## src/crtc_pkg.sv

```systemverilog
// constants and types of the display controller command and format port
// assumes one character clock for every user of these definitions
package crtc_pkg;
	localparam logic       PORT_PARAM    = 1'b0;
	localparam logic       PORT_CMD_STAT = 1'b1;
	localparam int         CMD_MSB       = 7;
	localparam int         CMD_LSB       = 5;
	localparam logic [2:0] CMD_RESET     = 3'h0;
	localparam logic [2:0] CMD_START     = 3'h1;
	localparam logic [2:0] CMD_STOP      = 3'h2;
	localparam logic [2:0] CMD_PEN       = 3'h3;
	localparam logic [2:0] CMD_CURSOR    = 3'h4;
	localparam logic [2:0] CMD_INT_ON    = 3'h5;
	localparam logic [2:0] CMD_INT_OFF   = 3'h6;
	localparam logic [2:0] CMD_PRESET    = 3'h7;
	localparam logic [2:0] NPAR_FORMAT   = 3'h4;
	localparam logic [2:0] NPAR_TWO      = 3'h2;
	localparam logic [2:0] NPAR_NONE     = 3'h0;
	localparam int         ST_IE         = 6;
	localparam int         ST_IR         = 5;
	localparam int         ST_LP         = 4;
	localparam int         ST_IC         = 3;
	localparam int         ST_VE         = 2;
	localparam int         ST_DU         = 1;
	localparam int         ST_FO         = 0;
	localparam int         F_SPACED      = 7;
	localparam int         F_VROWS_LSB   = 6;
	localparam int         F_UL_LSB      = 4;
	localparam int         F_LINE_MODE   = 7;
	localparam int         F_ATTR_MODE   = 6;
	localparam int         F_CURSOR_LSB  = 4;
	localparam int         BLINK_BITS    = 4;
	localparam logic [1:0] CUR_BLINK_REV = 2'h0;
	localparam logic [1:0] CUR_BLINK_UL  = 2'h1;
	localparam logic [1:0] CUR_STEADY_REV = 2'h2;
	localparam logic [1:0] CUR_STEADY_UL = 2'h3;

	typedef enum logic [1:0] {PH_IDLE, PH_FORMAT, PH_CURSOR, PH_PEN} crtc_phase_type;

	typedef struct packed {
		logic       spaced;
		logic [7:0] chars;
		logic [2:0] vrows;
		logic [6:0] rows;
		logic       blank_edges;
		logic [4:0] ul_line;
		logic [4:0] lines;
		logic       line_mode;
		logic       attr_mode;
		logic [1:0] cursor_style;
		logic [5:0] hrt;
	} crtc_fmt_type;

	localparam crtc_fmt_type FMT_RESET = '{1'b0, 8'h01, 3'h1, 7'h01, 1'b0, 5'h01,
		5'h01, 1'b0, 1'b0, 2'h0, 6'h02};
endpackage
```

## src/crtc_cmd_port.sv

```systemverilog
// command, parameter and status port of a raster text display controller
// bus strobes and raster position come from logic on mclk_i; the pen strobe is asynchronous
`timescale 1ns/1ps
module crtc_cmd_port
	import crtc_pkg::*;
(
	input  wire logic         mclk_i,
	input  wire logic         resetn_i,
	input  wire logic         port_select_i,
	input  wire logic         rd_i,
	input  wire logic         wr_i,
	input  wire logic [7:0]   data_i,
	input  wire logic         pen_strobe_in_i,
	input  wire logic [6:0]   char_pos_i,
	input  wire logic [5:0]   row_pos_i,
	input  wire logic         frame_start_i,
	input  wire logic         last_row_i,
	input  wire logic         dma_underrun_i,
	input  wire logic         fifo_overrun_i,
	input  wire logic         field_rev_i,
	input  wire logic         field_ul_i,
	output logic [7:0]        data_o,
	output logic              video_suppress_out_o,
	output logic              dma_enable_o,
	output logic              int_enable_o,
	output logic              preset_o,
	output logic              rev_video_o,
	output logic              underline_o,
	output crtc_fmt_type      fmt_o
);
	typedef struct packed {
		crtc_phase_type phase;
		logic [2:0]     remain;
		crtc_fmt_type   fmt;
		logic [6:0]     cur_char;
		logic [5:0]     cur_row;
		logic [6:0]     pen_char;
		logic [5:0]     pen_row;
		logic           ie;
		logic           ir;
		logic           lp;
		logic           ic;
		logic           ve;
		logic           du;
		logic           fo;
		logic           dma;
		logic           preset;
		logic [BLINK_BITS-1:0] blink;
		logic [2:0]     sync;
		logic           pen_lvl;
		logic [7:0]     rdata;
		logic           rvv;
		logic           ltn;
		logic           video_suppress_out;
	} crtc_state_type;

	crtc_state_type q, d;
	logic           cmd_wr, par_wr, stat_rd, par_rd;
	logic           pen_rise, cur_hit, cur_vis, cur_rev, cur_ul;
	logic [2:0]     byte_idx;
	logic [2:0]     opcode;
	logic [7:0]     status;

	assign cmd_wr  = wr_i && port_select_i == PORT_CMD_STAT;
	assign par_wr  = wr_i && port_select_i == PORT_PARAM;
	assign stat_rd = rd_i && port_select_i == PORT_CMD_STAT;
	assign par_rd  = rd_i && port_select_i == PORT_PARAM;
	assign opcode  = data_i[CMD_MSB:CMD_LSB];
	assign byte_idx = NPAR_FORMAT - q.remain;
	// edge counts once the second and third stages agree
	assign pen_rise = (q.sync[1] == q.sync[2]) && q.sync[2] && !q.pen_lvl;
	assign cur_hit = char_pos_i == q.cur_char && row_pos_i == q.cur_row;
	assign cur_vis = cur_hit && (q.fmt.cursor_style[1] || !q.blink[BLINK_BITS-1]);
	assign cur_rev = cur_vis && !q.fmt.cursor_style[0];
	assign cur_ul  = cur_vis && q.fmt.cursor_style[0];
	assign status  = {1'b0, q.ie, q.ir, q.lp, q.ic, q.ve, q.du, q.fo};

	always_comb begin
		d = q;
		d.sync = {q.sync[1:0], pen_strobe_in_i};
		if (q.sync[1] == q.sync[2]) begin
			d.pen_lvl = q.sync[2];
		end
		if (frame_start_i) begin
			d.blink = q.blink + 4'h1;
		end
		// reversals cancel; underline merges into the field's own
		d.rvv = field_rev_i ^ cur_rev;
		d.ltn = field_ul_i | cur_ul;
		// read clears sticky flags, a same-cycle event wins
		if (stat_rd) begin
			d.rdata = status;
			d.ir = 1'b0;
			d.lp = 1'b0;
			d.ic = 1'b0;
			d.du = 1'b0;
			d.fo = 1'b0;
		end
		if (par_rd) begin
			d.rdata = 8'h00;
			if (q.phase == PH_PEN && q.remain != NPAR_NONE) begin
				d.rdata = (q.remain == NPAR_TWO) ? {1'b0, q.pen_char} : {2'h0, q.pen_row};
				d.remain = q.remain - 3'h1;
			end
		end
		if (cmd_wr) begin
			if (q.remain != NPAR_NONE) begin
				d.ic = 1'b1;
			end
			d.preset = 1'b0;
			d.remain = NPAR_NONE;
			d.phase = PH_IDLE;
			unique case (opcode)
				CMD_RESET: begin
					d.phase = PH_FORMAT;
					d.remain = NPAR_FORMAT;
					d.dma = 1'b0;
					d.ie = 1'b0;
					d.ve = 1'b0;
				end
				CMD_START: begin
					d.ie = 1'b1;
					d.dma = 1'b1;
					d.ve = 1'b1;
				end
				CMD_STOP: begin
					d.ve = 1'b0;
				end
				CMD_PEN: begin
					d.phase = PH_PEN;
					d.remain = NPAR_TWO;
				end
				CMD_CURSOR: begin
					d.phase = PH_CURSOR;
					d.remain = NPAR_TWO;
				end
				CMD_INT_ON: begin
					d.ie = 1'b1;
				end
				CMD_INT_OFF: begin
					d.ie = 1'b0;
				end
				CMD_PRESET: begin
					d.preset = 1'b1;
				end
			endcase
		end
		if (par_wr) begin
			if (q.remain == NPAR_NONE || q.phase == PH_PEN) begin
				d.ic = 1'b1;
			end else begin
				d.remain = q.remain - 3'h1;
				if (q.phase == PH_CURSOR) begin
					if (q.remain == NPAR_TWO) begin
						d.cur_char = data_i[6:0];
					end else begin
						d.cur_row = data_i[5:0];
					end
				end else begin
					unique case (byte_idx)
						3'h0: begin
							d.fmt.spaced = data_i[F_SPACED];
							d.fmt.chars = {1'b0, data_i[6:0]} + 8'h01;
						end
						3'h1: begin
							d.fmt.vrows = {1'b0, data_i[7:F_VROWS_LSB]} + 3'h1;
							d.fmt.rows = {1'b0, data_i[5:0]} + 7'h01;
						end
						3'h2: begin
							d.fmt.blank_edges = data_i[7];
							d.fmt.ul_line = {1'b0, data_i[7:F_UL_LSB]} + 5'h01;
							d.fmt.lines = {1'b0, data_i[3:0]} + 5'h01;
						end
						default: begin
							d.fmt.line_mode = data_i[F_LINE_MODE];
							d.fmt.attr_mode = data_i[F_ATTR_MODE];
							d.fmt.cursor_style = data_i[5:F_CURSOR_LSB];
							d.fmt.hrt = {1'b0, data_i[3:0], 1'b0} + 6'h02;
						end
					endcase
				end
			end
		end
		// position lags the beam; software applies the correction
		if (pen_rise) begin
			d.pen_char = char_pos_i;
			d.pen_row = row_pos_i;
			d.lp = 1'b1;
		end
		if (last_row_i && q.ie) begin
			d.ir = 1'b1;
		end
		if (dma_underrun_i) begin
			d.du = 1'b1;
		end
		if (fifo_overrun_i) begin
			d.fo = 1'b1;
		end
		d.video_suppress_out = !d.ve;
	end

	always_ff @(posedge mclk_i or negedge resetn_i) begin
		if (!resetn_i) begin
			q <= '{phase: PH_IDLE, fmt: FMT_RESET, video_suppress_out: 1'b1, default: '0};
		end else begin
			q <= d;
		end
	end

	assign data_o = q.rdata;
	assign video_suppress_out_o = q.video_suppress_out;
	assign dma_enable_o = q.dma;
	assign int_enable_o = q.ie;
	assign preset_o = q.preset;
	assign rev_video_o = q.rvv;
	assign underline_o = q.ltn;
	assign fmt_o = q.fmt;
endmodule

```

## config.mk

```make
export PLATFORM = sky130hd
export DESIGN_NAME = crtc_cmd_port
export DESIGN_NICKNAME = d
export VERILOG_FILES = /design/src/crtc_pkg.sv /design/src/crtc_cmd_port.sv
export SDC_FILE = /design/constraint.sdc
export NUM_CORES = 1
export LEC_CHECK = 0
export BUFFER_PORTS_ARGS = -buffer_cell sky130_fd_sc_hd__buf_4
export CAP_MARGIN = 5
export CELL_PAD_IN_SITES_DETAIL_PLACEMENT = 1
export CELL_PAD_IN_SITES_GLOBAL_PLACEMENT = 1
export CORE_UTILIZATION = 35
export CTS_CLUSTER_DIAMETER = 50
export DETAILED_ROUTE_END_ITERATION = 10
export PLACE_DENSITY = 0.66
export SKIP_CTS_REPAIR_TIMING = 1
export SYNTH_ARGS = -nofsm -noshare
export SYNTH_HDL_FRONTEND = slang
export SYNTH_SLANG_ARGS = --single-unit
```

## constraint.sdc

```tcl
create_clock -name mclk_i -period 3.9 [get_ports mclk_i]
set_input_delay 0.585 -clock mclk_i [delete_from_list [all_inputs] [get_ports mclk_i]]
set_output_delay 0.585 -clock mclk_i [all_outputs]
set_load 0.03 [all_outputs]
```

Word level (Yosys, flattened, before mapping)
Cells that the tools add are included.
{"block": "word_totals", "ff_bits": 99, "wordCells": 137, "out_inout_bits": 54, "inputBits": 33}
{"block": "op_classes", "add_sub_neg": 9, "eq_ne": 15, "reduce_logical": 41, "bitwise": 7, "n_mux": 32}
{"cell": "$mux W56", "n": 2}
{"cell": "$mux W40", "n": 1}
{"cell": "$reduce_and A4 Y1", "n": 6}
{"cell": "$mux W7", "n": 3}
{"cell": "$mux W10", "n": 2}
{"cell": "$mux W8", "n": 2}
{"cell": "$pmux W5 S3", "n": 1}
{"cell": "$reduce_bool A2 Y1", "n": 7}
{"cell": "$mux W13", "n": 1}
{"cell": "$eq A3 B2 Y1 const B", "n": 4}
{"cell": "$eq A3 B3 Y1 const B", "n": 4}
{"cell": "$logic_and A1 B1 Y1", "n": 12}
{"cell": "$mux W3", "n": 4}
{"cell": "$mux W11", "n": 1}
{"cell": "$add A4 B1 Y5 const B", "n": 2}
{"cell": "$logic_not A3 Y1", "n": 3}
{"cell": "$mux W9", "n": 1}
{"cell": "$add A7 B1 Y8 const B", "n": 1}
{"cell": "$mux W1", "n": 8}
{"cell": "$add A6 B1 Y7 const B", "n": 1}
{"cell": "$eq A7 B7 Y1", "n": 1}
{"cell": "$add A5 B2 Y6 const B", "n": 1}
{"cell": "$eq A3 B1 Y1 const B", "n": 2}
{"cell": "$eq A6 B6 Y1", "n": 1}
{"cell": "18 further kinds", "n": 33}

Depth between registers and ports, before layout
Gate-level depths: netlist of the first run.
{"block": "depth", "ltp_word": 7, "mapped_depth": 8, "mapped_depth_nobuf": 7}

Worst setup path after synthesis of the first run
OpenSTA, ideal clock, no wires.
{"block": "synth_path", "path_kind": "flip-flop to flip-flop", "from": "register q[95] (netlist name)", "to": "register q[41] (netlist name)", "setup_slack_ns": 1.759, "stages_incl_launch_ff": 9, "t_required_ns": 3.775, "arrival_ns": 2.016, "n_path_buf": 1, "cell_sequence": "dfrtp_1 inv_1 ha_1 ha_1 or3b_4 nor3b_2 nand2b_1 buf_6 mux2_4"}
{"block": "synth_via", "elab_chain_len": 4, "word_cells_on_any_way": 6, "classes_between": "eq/ne (1); bitwise (2); reduce/logical (3)"}
{"item": "start: declaration", "line_no": "crtc_cmd_port.sv:57", "text": "crtc_state_type q, d;"}
{"item": "start signal: assignment", "line_no": "crtc_cmd_port.sv:204", "text": "q <= '{phase: PH_IDLE, fmt: FMT_RESET, video_suppress_out: 1'b1, default: '0};"}
{"item": "start signal: assignment", "line_no": "crtc_cmd_port.sv:206", "text": "q <= d;"}
{"item": "$logic_not A3 Y1", "line_no": "crtc_cmd_port.sv:149", "text": "if (q.remain == NPAR_NONE || q.phase == PH_PEN) begin"}
{"item": "$logic_or A1 B1 Y1", "line_no": "crtc_cmd_port.sv:149"}
{"item": "$not A1 Y1 (no source line)"}
{"item": "$reduce_and A4 Y1 (no source line) *"}
Mark *: on every way between the ends. The rest lies on a longest branch, timed or not.
A chain may end at the register's enable or synchronous reset.

Worst setup path in the final report of the first run
{"block": "layout_path", "from": "register q[95] (netlist name)", "to": "register q, in the netlist fmt_o[14]"}
{"block": "layout_via", "elab_chain_len": 4, "word_cells_on_any_way": 6, "classes_between": "add/sub (1); eq/ne (1); bitwise (1); reduce/logical (3)"}
{"item": "branches (longest 3 deep; another with $sub A3 B3 Y3)"}
{"item": "$reduce_and A4 Y1 (no source line) *"}
Every way passes the cells marked *.

==> results.py, run 1 <==
metrics = {
    "detailed_routing": {
        "drt_first_iter_violations": 129,
        "dr.pass1.iters": 4,
        "post_drt_wl_per_cell_um": 17.6,
        "drc_errors": 0,
        "detail_route.wirelength_um": 10900,
        "detail-route-antenna-nets": 0,
        "vias_per_cell": 4.84,
        "vias": 3007,
    },
    "yosys": {
        "ys_seq_elements": 97,
        "cell_taking_the_most_area_after_synthesis": "sky130_fd_sc_hd__dfrtp_1",
        "yosys_warnings": 0,
        "synth_top_cell_area_share_pct": 48.8,
        "yosysMostFrequentCell": "sky130_fd_sc_hd__dfrtp_1",
        "synth_cells": 408,
        "count_of_cell_types_in_the_netlist": 47,
        "synth_flop_cell": "sky130_fd_sc_hd__dfrtp_1",
        "synth_area_mm2": 0.00462,
        "synth-seq-area-share_pct": 52.8,
        "post_synth_main_area_contributors": "sky130_fd_sc_hd__dfrtp_1 (49%), sky130_fd_sc_hd__buf_4 (8.0%), sky130_fd_sc_hd__mux2_2 (7.8%)",
        "post_synthesis_mean_instance_area_um2": 11.3,
        "ys_async_sr_fraction_pct": 100,
        "synth-edff-count": 0,
        "yosys-top-cells-count": "sky130_fd_sc_hd__dfrtp_1 (90), sky130_fd_sc_hd__nand2_1 (52), sky130_fd_sc_hd__buf_4 (49), sky130_fd_sc_hd__o21ai_0 (45), sky130_fd_sc_hd__mux2_2 (32)",
    },
    "setup_path": {
        "worstSetupPathType": "flip-flop to flip-flop",
        "critical_path_peak_fanout": 19,
        "cp-start-kind": "flip-flop",
        "timing.reg2reg.worst_path_depth": 6,
        "endpoint_kind": "flip-flop",
        "critPathRequiredTime_ns": 4.13,
        "r2r_setup_slack_ns": 1.38,
        "worstSetupStartpoint": "q[95]",
        "worst-endpoint-arrival_ns": 2.74,
        "regToRegStartpoint": "q[95]",
        "critPathCapture": "fmt_o[14]",
        "reg_to_reg_endpoint": "fmt_o[14]",
    },
    "global_route": {
        "use_met3_pct": 4.07,
        "global_route.usage.met2_pct": 28.3,
        "globalRoute.busiestLayer": "met2",
        "number_of_global_route_vias_before_repair": 3229,
        "grt-ovfl-total": 0,
        "gr-usage-met1_pct": 23.3,
        "grt_usage_pct": 17.5,
        "grt_start_max_net_pins": 61,
        "antenna_found_initial": 0,
        "grt_first_pass_wirelength_um": 17400,
    },
    "timing": {
        "final_max_slew_viol_count": 0,
        "setup_violations": 0,
        "max-slew-margin-rel_pct": 49.4,
        "finalHoldViolations": 0,
        "rsz0062_at_grt": "false",
        "totalNegativeSetupSlack_ns": 0,
        "maxClockFrequency_ghz": 0.397,
        "max_slew.worst_pin.slew_ns": 0.759,
        "final.setup_skew_ns": 0.00513,
        "final.period_utilization_pct": 64.5,
        "shortest_clock_period_the_worst_path_allows_after_layout_ns": 2.52,
    },
    "clocking": {
        "cts.clk_slew.worst_paths_ns": 0.07,
        "clock_insertion_delay_worst_skew_ns": 0.35,
        "cts_tree": "built",
        "cts_sinks": 97,
        "clock_buffer_depth": 2,
        "clock_tree.root_cell": "sky130_fd_sc_hd__clkbuf_16",
        "numCtsBuffers": 9,
        "ctsHtreeMaxLevel": 3,
    },
    "floorplan": {
        "io_pins": 87,
        "core_mm2": 0.0127,
        "rows": 41,
        "initial_utilization_pct": 36.3,
        "total_die_area_mm2": 0.0137,
        "die_x_um": 117,
        "die_y_um": 117,
    },
    "pwr": {
        "fin_total_pwr_mw": 3.93,
        "vdd_drop_max_v": 0.000214,
        "switchingPower_mw": 1.40,
        "power.density_mw_per_mm2": 730,
        "share_comb_of_total_power_pct": 35.6,
        "internal-power_mw": 2.53,
        "power.switching_fraction_pct": 35.7,
        "p_seq_share_pct": 40.0,
        "p_clk_share_pct": 24.4,
        "leakagePower_nw": 2.55,
    },
    "cells_and_area": {
        "final_net_count": 488,
        "final_layout_size_suffix_gt1_share_pct": 33.9,
        "synthToLayoutAreaGrowth_pct": 16.6,
        "layout.filler_cells": 1410,
        "antenna-diode-count": 0,
        "fin_util_pct": 42.3,
    },
    "worst_hold_path": {
        "worstHoldPathType": "input pin to asynchronous set/reset pin",
    },
    "run_status": {
        "status": "completed",
    },
    "place": {
        "dp_hpwl_um": 8050,
        "routabilityCongestion": 0.778,
        "port_buffers": 84,
    },
    "job": {
        "maxcap_violations": 0,
    },
}
[through the flow]
step                      hold slack [ns]  area (um^2)  setup slack, ns  cells
after CTS                           0.325         5380             1.35    621
final                               0.313         5380             1.38    621
after global placement              0.337         5060             1.53    605
after floorplan                     0.289         4620             1.76    409
after global routing                0.321         5380             1.19    621
after detailed placement            0.340         5060             1.36    605
[sequential cells by signal (all words and copies together), names as in the netlist, 2 cells and up]
name,count
fmt_o,39
q,43
d,2
data_o,7
[final cells by class]
cell class	instances	area, um^2	area share [%]
clock inverter	4	73.8	1.37
clock buffer	12	246	4.58
sequential	97	2440	45.2
multi-input combinational	240	1720	32.0
tap	172	215	4.00
inverter	8	30.0	0.558
timing repair buffer	88	661	12.3
[worst max-delay path: stages (launching register included)]
cell and delay (ns):
sky130_fd_sc_hd__dfrtp_1 0.40, sky130_fd_sc_hd__inv_1 0.09, sky130_fd_sc_hd__ha_1 0.20, sky130_fd_sc_hd__ha_1 0.29
sky130_fd_sc_hd__nor4b_4 0.37, sky130_fd_sc_hd__nand3_1 0.56, sky130_fd_sc_hd__mux2_2 0.48
[cell families after synthesis]
| family | share of synthesized area [%] |
|---|---|
| AOI/OAI and AO/OA | 8.62 |
| xor gates and xnor gates | 5.12 |
| adders and majority gates | 2.98 |
| buffers and inverters | 10.0 |
| DFF | 52.8 |
| muxes | 11.1 |
| other | 0.0812 |
| and+or+nand+nor | 9.35 |
[per-layer routing]
layer  up-vias  routed length (um)
li1       1411                   -
met1      1519                5140
met2        70                5210
met3         7                 468
met4         0                 126
met5         -                   0
[how the worst min path moves through the flow]
| stage | startpoint | endpoint | cells past startpoint |
|---|---|---|---|
| after floorplan | resetn_i | d[13] | 0 |
| after detailed placement | d[13] | d[14] | 0 |
| after CTS | pen_strobe_in_i | d[13] | 1 |
| after global routing | pen_strobe_in_i | d[13] | 1 |
| final | resetn_i | fmt_o[23] | 1 |
| after global placement | d[13] | d[14] | 0 |
[power by group through the flow]
stage          Clock [mW]  Combinational, mW  Sequential [mW]
6_report            0.959               1.40             1.57
5_1_grt              1.02               1.52             1.62
3_3_place_gp            0               1.37             1.58
4_1_cts             0.985               1.42             1.58
2_1_floorplan           0               1.17             1.52
3_5_place_dp            0               1.42             1.59
[placed cells by master, fill, tap and decap left out, types with 2 or more instances in the layout]
cell | Yosys | routed
sky130_fd_sc_hd__a21o_1 | 4 | 4
sky130_fd_sc_hd__a21oi_1 | 4 | 4
sky130_fd_sc_hd__a22o_1 | 2 | 2
sky130_fd_sc_hd__and3_1 | 3 | 3
sky130_fd_sc_hd__buf_4 | 49 | 88
sky130_fd_sc_hd__bufinv_16 | 0 | 2
sky130_fd_sc_hd__clkbuf_1 | 13 | 2
sky130_fd_sc_hd__clkbuf_16 | 0 | 9
sky130_fd_sc_hd__conb_1 | 1 | 2
sky130_fd_sc_hd__dfrtp_1 | 90 | 90
sky130_fd_sc_hd__dfstp_2 | 7 | 7
sky130_fd_sc_hd__ha_1 | 11 | 11
sky130_fd_sc_hd__inv_1 | 8 | 8
sky130_fd_sc_hd__mux2_2 | 32 | 32
sky130_fd_sc_hd__mux2_4 | 6 | 6
sky130_fd_sc_hd__mux2i_1 | 6 | 6
sky130_fd_sc_hd__nand2_1 | 52 | 52
sky130_fd_sc_hd__nand2b_1 | 2 | 2
sky130_fd_sc_hd__nand3_1 | 7 | 7
sky130_fd_sc_hd__nand4_1 | 2 | 2
sky130_fd_sc_hd__nor2_1 | 4 | 4
sky130_fd_sc_hd__nor2b_1 | 2 | 2
sky130_fd_sc_hd__nor3_1 | 4 | 4
sky130_fd_sc_hd__nor4_1 | 2 | 2
sky130_fd_sc_hd__o21ai_0 | 45 | 45
sky130_fd_sc_hd__o31ai_1 | 4 | 4
sky130_fd_sc_hd__xnor2_1 | 11 | 11
sky130_fd_sc_hd__xor2_1 | 16 | 16
(Power assumes the default switching activity.)
==> inputs of run 2 (changes only) <==
--- a/config.mk
+++ b/config.mk
@@ -12,7 +12,7 @@
 export CORE_UTILIZATION = 35
 export CTS_CLUSTER_DIAMETER = 50
 export DETAILED_ROUTE_END_ITERATION = 10
-export PLACE_DENSITY = 0.66
+export PLACE_DENSITY = 0.69
 export SKIP_CTS_REPAIR_TIMING = 1
 export SYNTH_ARGS = -nofsm -noshare
 export SYNTH_HDL_FRONTEND = slang
==> constraint.sdc (replaced) <==
create_clock -name mclk_i -period 2.1 [get_ports mclk_i]
set_input_delay 0.315 -clock mclk_i [delete_from_list [all_inputs] [get_ports mclk_i]]
set_output_delay 0.315 -clock mclk_i [all_outputs]
set_load 0.03 [all_outputs]
==> results.py, run 2 (synthesis gave the netlist of run 1 again) <==
metrics = {
    "global_route": {
        "grt_first_pass_wirelength_um": 17600,
        "grt-ovfl-total": 0,
        "number_of_global_route_vias_before_repair": 3205,
        "grt_start_max_net_pins": 98,
        "antenna_found_initial": 0,
        "grt_usage_pct": 17.3,
    },
    "detailed_routing": {
        "wl_met1_um": 5060,
        "post_drt_wl_per_cell_um": 17.3,
        "met3_wirelength_um": 461,
        "drt_first_iter_violations": 142,
        "detail_route.wirelength_um": 10900,
        "detail-route-antenna-nets": 0,
        "highest-signal-layer": "met4",
        "drc_errors": 0,
        "vias_per_cell": 4.84,
        "dr.pass1.iters": 4,
        "vias": 3047,
        "detailroute.wirelength.met2_um": 5290,
    },
    "timing": {
        "finalHoldViolations": 0,
        "setup_violations": 0,
        "shortest_clock_period_the_worst_path_allows_after_layout_ns": 2.09,
        "fin_worst_hold_slack_ns": 0.0233,
        "rsz0062_at_grt": "true",
        "final.setup_skew_ns": 0.00757,
        "maxClockFrequency_ghz": 0.479,
        "max-slew-margin-rel_pct": 55.4,
        "final.period_utilization_pct": 99.4,
        "max_slew.worst_pin.slew_ns": 0.651,
        "final_max_slew_viol_count": 0,
    },
    "setup_path": {
        "endpoint_kind": "flip-flop",
        "slowest_delay_ns": 0.40,
        "cp.buffers_inverters": 2,
        "critPathRequiredTime_ns": 2.32,
        "critical_path_peak_fanout": 7,
        "worst-endpoint-arrival_ns": 2.31,
        "worstSetupPathType": "flip-flop to flip-flop",
        "cp-start-kind": "flip-flop",
        "critPathSlowestCell": "sky130_fd_sc_hd__or3b_4",
        "path_delay_family": "simple AND/OR/NAND/NOR gates",
        "critical-path-top-cell-by-count": "sky130_fd_sc_hd__ha_4",
        "critical_path.cell_chain": "inv_2 -> ha_4 -> ha_4 -> or3b_4 -> nor3b_4 -> buf_6 -> nand2_8 -> mux2_4",
    },
    "cells_and_area": {
        "largest_register_ffs": 43,
        "stdcell_count": 630,
        "synthToLayoutAreaGrowth_pct": 20.3,
        "commonest_non_fill_non_tap_cell_in_the_layout": "sky130_fd_sc_hd__buf_4",
        "final_net_count": 497,
        "layout_common_cells": "sky130_fd_sc_hd__buf_4 (95), sky130_fd_sc_hd__dfrtp_1 (90), sky130_fd_sc_hd__nand2_1 (52)",
        "registers.top_by_ff_count": "q",
        "final_layout_size_suffix_gt1_share_pct": 36.7,
        "antenna-diode-count": 0,
    },
    "pwr": {
        "power.density_mw_per_mm2": 1370,
        "leakagePower_nw": 2.62,
        "vdd_drop_max_v": 0.000521,
    },
    "place": {
        "routabilityCongestion": 0.807,
        "place.detailed.instances": 614,
        "port_buffers": 84,
        "dp_hpwl_um": 7750,
    },
    "worst_hold_path": {
        "worstHoldPathType": "input pin to asynchronous set/reset pin",
    },
    "clocking": {
        "clock_insertion_delay_worst_skew_ns": 0.34,
        "cts.clk_slew.worst_paths_ns": 0.07,
        "clock_tree.root_cell": "sky130_fd_sc_hd__clkbuf_16",
        "clock_buffer_depth": 2,
        "cts_tree": "built",
        "numCtsBuffers": 9,
        "ctsHtreeMaxLevel": 3,
        "cts_sinks": 97,
    },
    "floorplan": {
        "core_mm2": 0.0127,
        "initial_utilization_pct": 36.3,
        "rows": 41,
        "io_pins": 87,
        "die_x_um": 117,
        "die_y_um": 117,
        "total_die_area_mm2": 0.0137,
    },
    "job": {
        "maxcap_violations": 0,
    },
    "run_status": {
        "status": "completed",
    },
}
==> run 2: changes by cell type in the layout (fill, tap and decap cells not counted), moves of 2 or more <==
cell and delta:
sky130_fd_sc_hd__inv_1 -2, sky130_fd_sc_hd__ha_4 +2, sky130_fd_sc_hd__clkbuf_1 -2, sky130_fd_sc_hd__inv_2 +2, sky130_fd_sc_hd__inv_6 +2, sky130_fd_sc_hd__ha_1 -2, sky130_fd_sc_hd__buf_4 +7
==> run 2: worst paths after layout <==
path                                       from                   end  slack (ns)  depth (start not counted)
worst min register to register            d[13]                 d[14]        0.35                          0
worst min-delay path                   resetn_i             fmt_o[25]        0.02                          2
worst max-delay path                      q[94]                 q[48]        0.01                          8
min in group mclk_i             pen_strobe_in_i                 d[13]        0.08                          1
worst max register to register            q[94]                 q[48]        0.01                          8
max in group asynchronous              resetn_i  video_suppress_out_o        1.68                          2
==> run 2: through the flow <==
| step | cell area (um^2) | utilization [%] | TNS (ns) | power (mW) | worst slack [ns] |
|---|---|---|---|---|---|
| 3_3_place_gp | 5150 | 40.5 | 0 | 5.55 | 0.0281 |
| 4_1_cts | 5500 | 43.2 | -0.728 | 7.63 | -0.107 |
| 2_1_floorplan | 4620 | - | 0 | 5.01 | 0.0232 |
| 5_1_grt | 5550 | 43.6 | -0.152 | 8.07 | -0.0515 |
| 3_5_place_dp | 5150 | 40.5 | -0.522 | 5.66 | -0.0964 |
| 6_report | 5550 | 43.6 | 0 | 7.63 | 0.0123 |
==> run 2: layer usage <==
layer | track usage [%] | vias up
met4 | 4.30 | 0
met2 | 28.6 | 79
li1 | - | 1429
met3 | 3.96 | 8
met5 | 0 | -
met1 | 23.2 | 1531
==> run 2: worst register-to-register path, cell delays in order (launching register included) <==
cell and delay, ns:
sky130_fd_sc_hd__dfrtp_1 0.37, sky130_fd_sc_hd__inv_2 0.06, sky130_fd_sc_hd__ha_4 0.16, sky130_fd_sc_hd__ha_4 0.15, sky130_fd_sc_hd__or3b_4 0.40, sky130_fd_sc_hd__nor3b_4 0.30
sky130_fd_sc_hd__buf_6 0.16, sky130_fd_sc_hd__nand2_8 0.07, sky130_fd_sc_hd__mux2_4 0.31
==> run 2: area by class of cell <==
cell class / instances / area, um^2
Inverter: 8 / 30.0
Timing Repair Buffer: 97 / 744
Tap cell: 172 / 215
Multi-Input combinational cell: 240 / 1780
Clock buffer: 9 / 225
Clock inverter: 7 / 124
Fill cell: 1416 / 7170
Sequential cell: 97 / 2440
==> run 2: where the power goes <==
group / total, mW / leakage [nW] / internal [mW] / switching (mW)
clock: 1.91 / 0.167 / 1.18 / 0.734
combinational: 2.80 / 1.26 / 1.24 / 1.57
sequential: 2.92 / 1.19 / 2.51 / 0.412
==> inputs of run 3 (changes only) <==
--- a/config.mk
+++ b/config.mk
@@ -5,6 +5,7 @@
 export SDC_FILE = /design/constraint.sdc
 export NUM_CORES = 1
 export LEC_CHECK = 0
+export ABC_AREA = 1
 export BUFFER_PORTS_ARGS = -buffer_cell sky130_fd_sc_hd__buf_4
 export CAP_MARGIN = 5
 export CELL_PAD_IN_SITES_DETAIL_PLACEMENT = 1
@@ -12,7 +13,7 @@
 export CORE_UTILIZATION = 35
 export CTS_CLUSTER_DIAMETER = 50
 export DETAILED_ROUTE_END_ITERATION = 10
-export PLACE_DENSITY = 0.69
+export PLACE_DENSITY = 0.72
 export SKIP_CTS_REPAIR_TIMING = 1
 export SYNTH_ARGS = -nofsm -noshare
 export SYNTH_HDL_FRONTEND = slang
==> results.py, run 3 <==
metrics = {
    "run_status": {
        "status": "finished with violations",
        "violations_in_the_final_reports": "hold timing",
    },
    "yosys": {
        "ys_async_sr_fraction_pct": 100,
        "synth_area_mm2": 0.00478,
        "synth_top_cell_area_share_pct": 47.1,
        "synth_flop_cell": "sky130_fd_sc_hd__dfrtp_1",
        "yosysMostFrequentCell": "sky130_fd_sc_hd__nand2_1",
        "post_synth_main_area_contributors": "sky130_fd_sc_hd__dfrtp_1 (47%), sky130_fd_sc_hd__nand2_1 (14%), sky130_fd_sc_hd__buf_4 (7.5%)",
        "yosys-top-cells-count": "sky130_fd_sc_hd__nand2_1 (176), sky130_fd_sc_hd__dfrtp_1 (90), sky130_fd_sc_hd__inv_1 (66), sky130_fd_sc_hd__buf_4 (48), sky130_fd_sc_hd__o21ai_1 (31)",
        "cell_taking_the_most_area_after_synthesis": "sky130_fd_sc_hd__dfrtp_1",
        "synth-seq-area-share_pct": 51.0,
        "yosys_warnings": 0,
        "synth_cells": 560,
        "post_synthesis_mean_instance_area_um2": 8.53,
        "synth-edff-count": 0,
        "ys_seq_elements": 97,
        "count_of_cell_types_in_the_netlist": 36,
    },
    "detailed_routing": {
        "drc_errors": 0,
        "post_drt_wl_per_cell_um": 15.2,
        "drt_first_iter_violations": 111,
        "vias_per_cell": 4.66,
        "vias": 3669,
        "dr.pass1.iters": 4,
        "detail_route.wirelength_um": 12000,
        "detail-route-antenna-nets": 0,
    },
    "place": {
        "dp_hpwl_um": 9110,
        "routabilityCongestion": 0.799,
        "place_worst_setup_slack_ns": -0.00358,
        "port_buffers": 84,
        "dpl_cell_area_mm2": 0.00531,
    },
    "clocking": {
        "clock_tree.root_cell": "sky130_fd_sc_hd__clkbuf_16",
        "cts_tree": "built",
        "cts.clk_slew.worst_paths_ns": 0.07,
        "numCtsBuffers": 9,
        "ctsHtreeMaxLevel": 3,
        "clock_buffer_depth": 2,
        "clock_insertion_delay_worst_skew_ns": 0.35,
        "cts_sinks": 97,
    },
    "timing": {
        "final_max_slew_viol_count": 0,
        "shortest_clock_period_the_worst_path_allows_after_layout_ns": 1.98,
        "final_critical_path_setup_slack_ns": 0.122,
        "max-slew-margin-rel_pct": 57.8,
        "fin_worst_hold_slack_ns": -0.0220,
        "rsz0062_at_grt": "false",
        "final.setup_skew_ns": 0.00472,
        "finalHoldViolations": 18,
        "setup_violations": 0,
        "max_slew.worst_pin.slew_ns": 0.634,
        "final.period_utilization_pct": 94.2,
        "maxClockFrequency_ghz": 0.505,
    },
    "cells_and_area": {
        "multi_input_comb_area_mm2": 0.00169,
        "final_net_count": 650,
        "antenna-diode-count": 0,
        "final_layout_size_suffix_gt1_share_pct": 21.3,
        "largest_register_ffs": 43,
        "finish.instance_area_mm2": 0.00562,
        "layout.filler_cells": 1572,
        "fin_util_pct": 42.2,
        "synthToLayoutAreaGrowth_pct": 17.5,
        "layout_common_cells": "sky130_fd_sc_hd__nand2_1 (176), sky130_fd_sc_hd__dfrtp_1 (90), sky130_fd_sc_hd__buf_4 (90)",
        "commonest_non_fill_non_tap_cell_in_the_layout": "sky130_fd_sc_hd__nand2_1",
        "regArea_mm2": 0.00244,
        "registers.top_by_ff_count": "q",
    },
    "setup_path": {
        "slowest_delay_ns": 0.39,
        "critical-path-top-cell-by-count": "sky130_fd_sc_hd__ha_1",
        "critPathRequiredTime_ns": 2.33,
        "cp-start-kind": "flip-flop",
        "critical_path.cell_chain": "inv_1 -> ha_1 -> ha_1 -> a21oi_2 -> inv_2 -> nor2_8 -> nand3_2 -> nand2_1 -> o21ai_1",
        "worstSetupStartpoint": "q[95]",
        "critPathCapture": "q[49]",
        "worstSetupPathType": "flip-flop to flip-flop",
        "endpoint_kind": "flip-flop",
        "reg_to_reg_endpoint": "q[49]",
        "timing.reg2reg.worst_path_depth": 9,
        "critical_path_peak_fanout": 14,
        "critPathSlowestCell": "sky130_fd_sc_hd__dfrtp_1",
        "regToRegStartpoint": "q[95]",
        "path_delay_family": "simple AND/OR/NAND/NOR gates",
        "cp.buffers_inverters": 2,
        "critical_path_depth": 9,
        "r2r_setup_slack_ns": 0.12,
        "worst-endpoint-arrival_ns": 2.21,
    },
    "global_route": {
        "grt_usage_pct": 18.1,
        "grt-ovfl-total": 0,
        "antenna_found_initial": 0,
        "number_of_global_route_vias_before_repair": 3855,
        "grt_first_pass_wirelength_um": 19700,
        "grt_start_max_net_pins": 45,
    },
    "floorplan": {
        "total_die_area_mm2": 0.0141,
        "rows": 42,
        "die_y_um": 119,
        "core_mm2": 0.0133,
        "die_x_um": 119,
        "initial_utilization_pct": 35.9,
        "io_pins": 87,
    },
    "pwr": {
        "fin_total_pwr_mw": 7.22,
        "leakagePower_nw": 2.95,
        "power.density_mw_per_mm2": 1290,
        "vdd_drop_max_v": 0.000824,
    },
    "job": {
        "maxcap_violations": 0,
    },
    "worst_hold_path": {
        "worstHoldPathType": "input pin to asynchronous set/reset pin",
    },
}
run 3: logic make-up (layout without fill, tap and decap cells):
group           after synthesis  after routing  share of synthesized area (%)
compound gates               79             79                           9.25
xor+xnor                     13             13                           2.38
fa+ha+maj                    11             11                           2.88
buf+inv                     128            178                           14.0
flops                        97             97                           51.0
mux                           1              1                          0.236
other cells                   1              2                         0.0785
simple gates                230            230                           20.2
run 3: metal layers:
metal | GRT usage (%) | share of wire, %
met4 | 4.03 | 0.73
met1 | 23.3 | 46
met2 | 29.6 | 48
met5 | 0 | 0
met3 | 5.94 | 5.6
run 3: layout make-up:
type | count | share of cell area (%)
clock buffers | 11 | 4.50
clock inverters | 5 | 0.535
inverters | 69 | 4.61
multi-input cells | 336 | 30.1
flip-flops and latches | 97 | 43.4
well taps | 176 | 3.92
repair buffers | 93 | 12.9
run 3: metrics by stage:
step	std cells	TNS, ns
finish	787	0
global route	787	0
CTS	787	-0.0193
detailed placement	771	-0.00358
global placement	771	0
floorplan	561	0
run 3: worst min-delay path by stage:
stage | to | start | slack [ns] | cells after the start
after floorplan | d[13] | resetn_i | 0.02 | 0
after global placement | d[14] | d[13] | 0.34 | 0
after detailed placement | d[14] | d[13] | 0.34 | 0
after CTS | q[39] | resetn_i | -0.001 | 1
after global routing | q[39] | resetn_i | 0.02 | 1
final | data_o[6] | resetn_i | -0.02 | 1
run 3: worst reg2reg max path: stages, from the launching register on:
cell	delay, ns
sky130_fd_sc_hd__dfrtp_1	0.39
sky130_fd_sc_hd__inv_1	0.10
sky130_fd_sc_hd__ha_1	0.21
sky130_fd_sc_hd__ha_1	0.21
sky130_fd_sc_hd__a21oi_2	0.16
sky130_fd_sc_hd__inv_2	0.08
sky130_fd_sc_hd__nor2_8	0.19
sky130_fd_sc_hd__nand3_2	0.28
sky130_fd_sc_hd__nand2_1	0.15
sky130_fd_sc_hd__o21ai_1	0.08
run 3: report_power, final:
group	leakage (nW)	switching, mW	internal [mW]
clock network	0.137	0.732	0.862
registers	1.21	0.403	2.48
logic	1.61	1.71	1.02
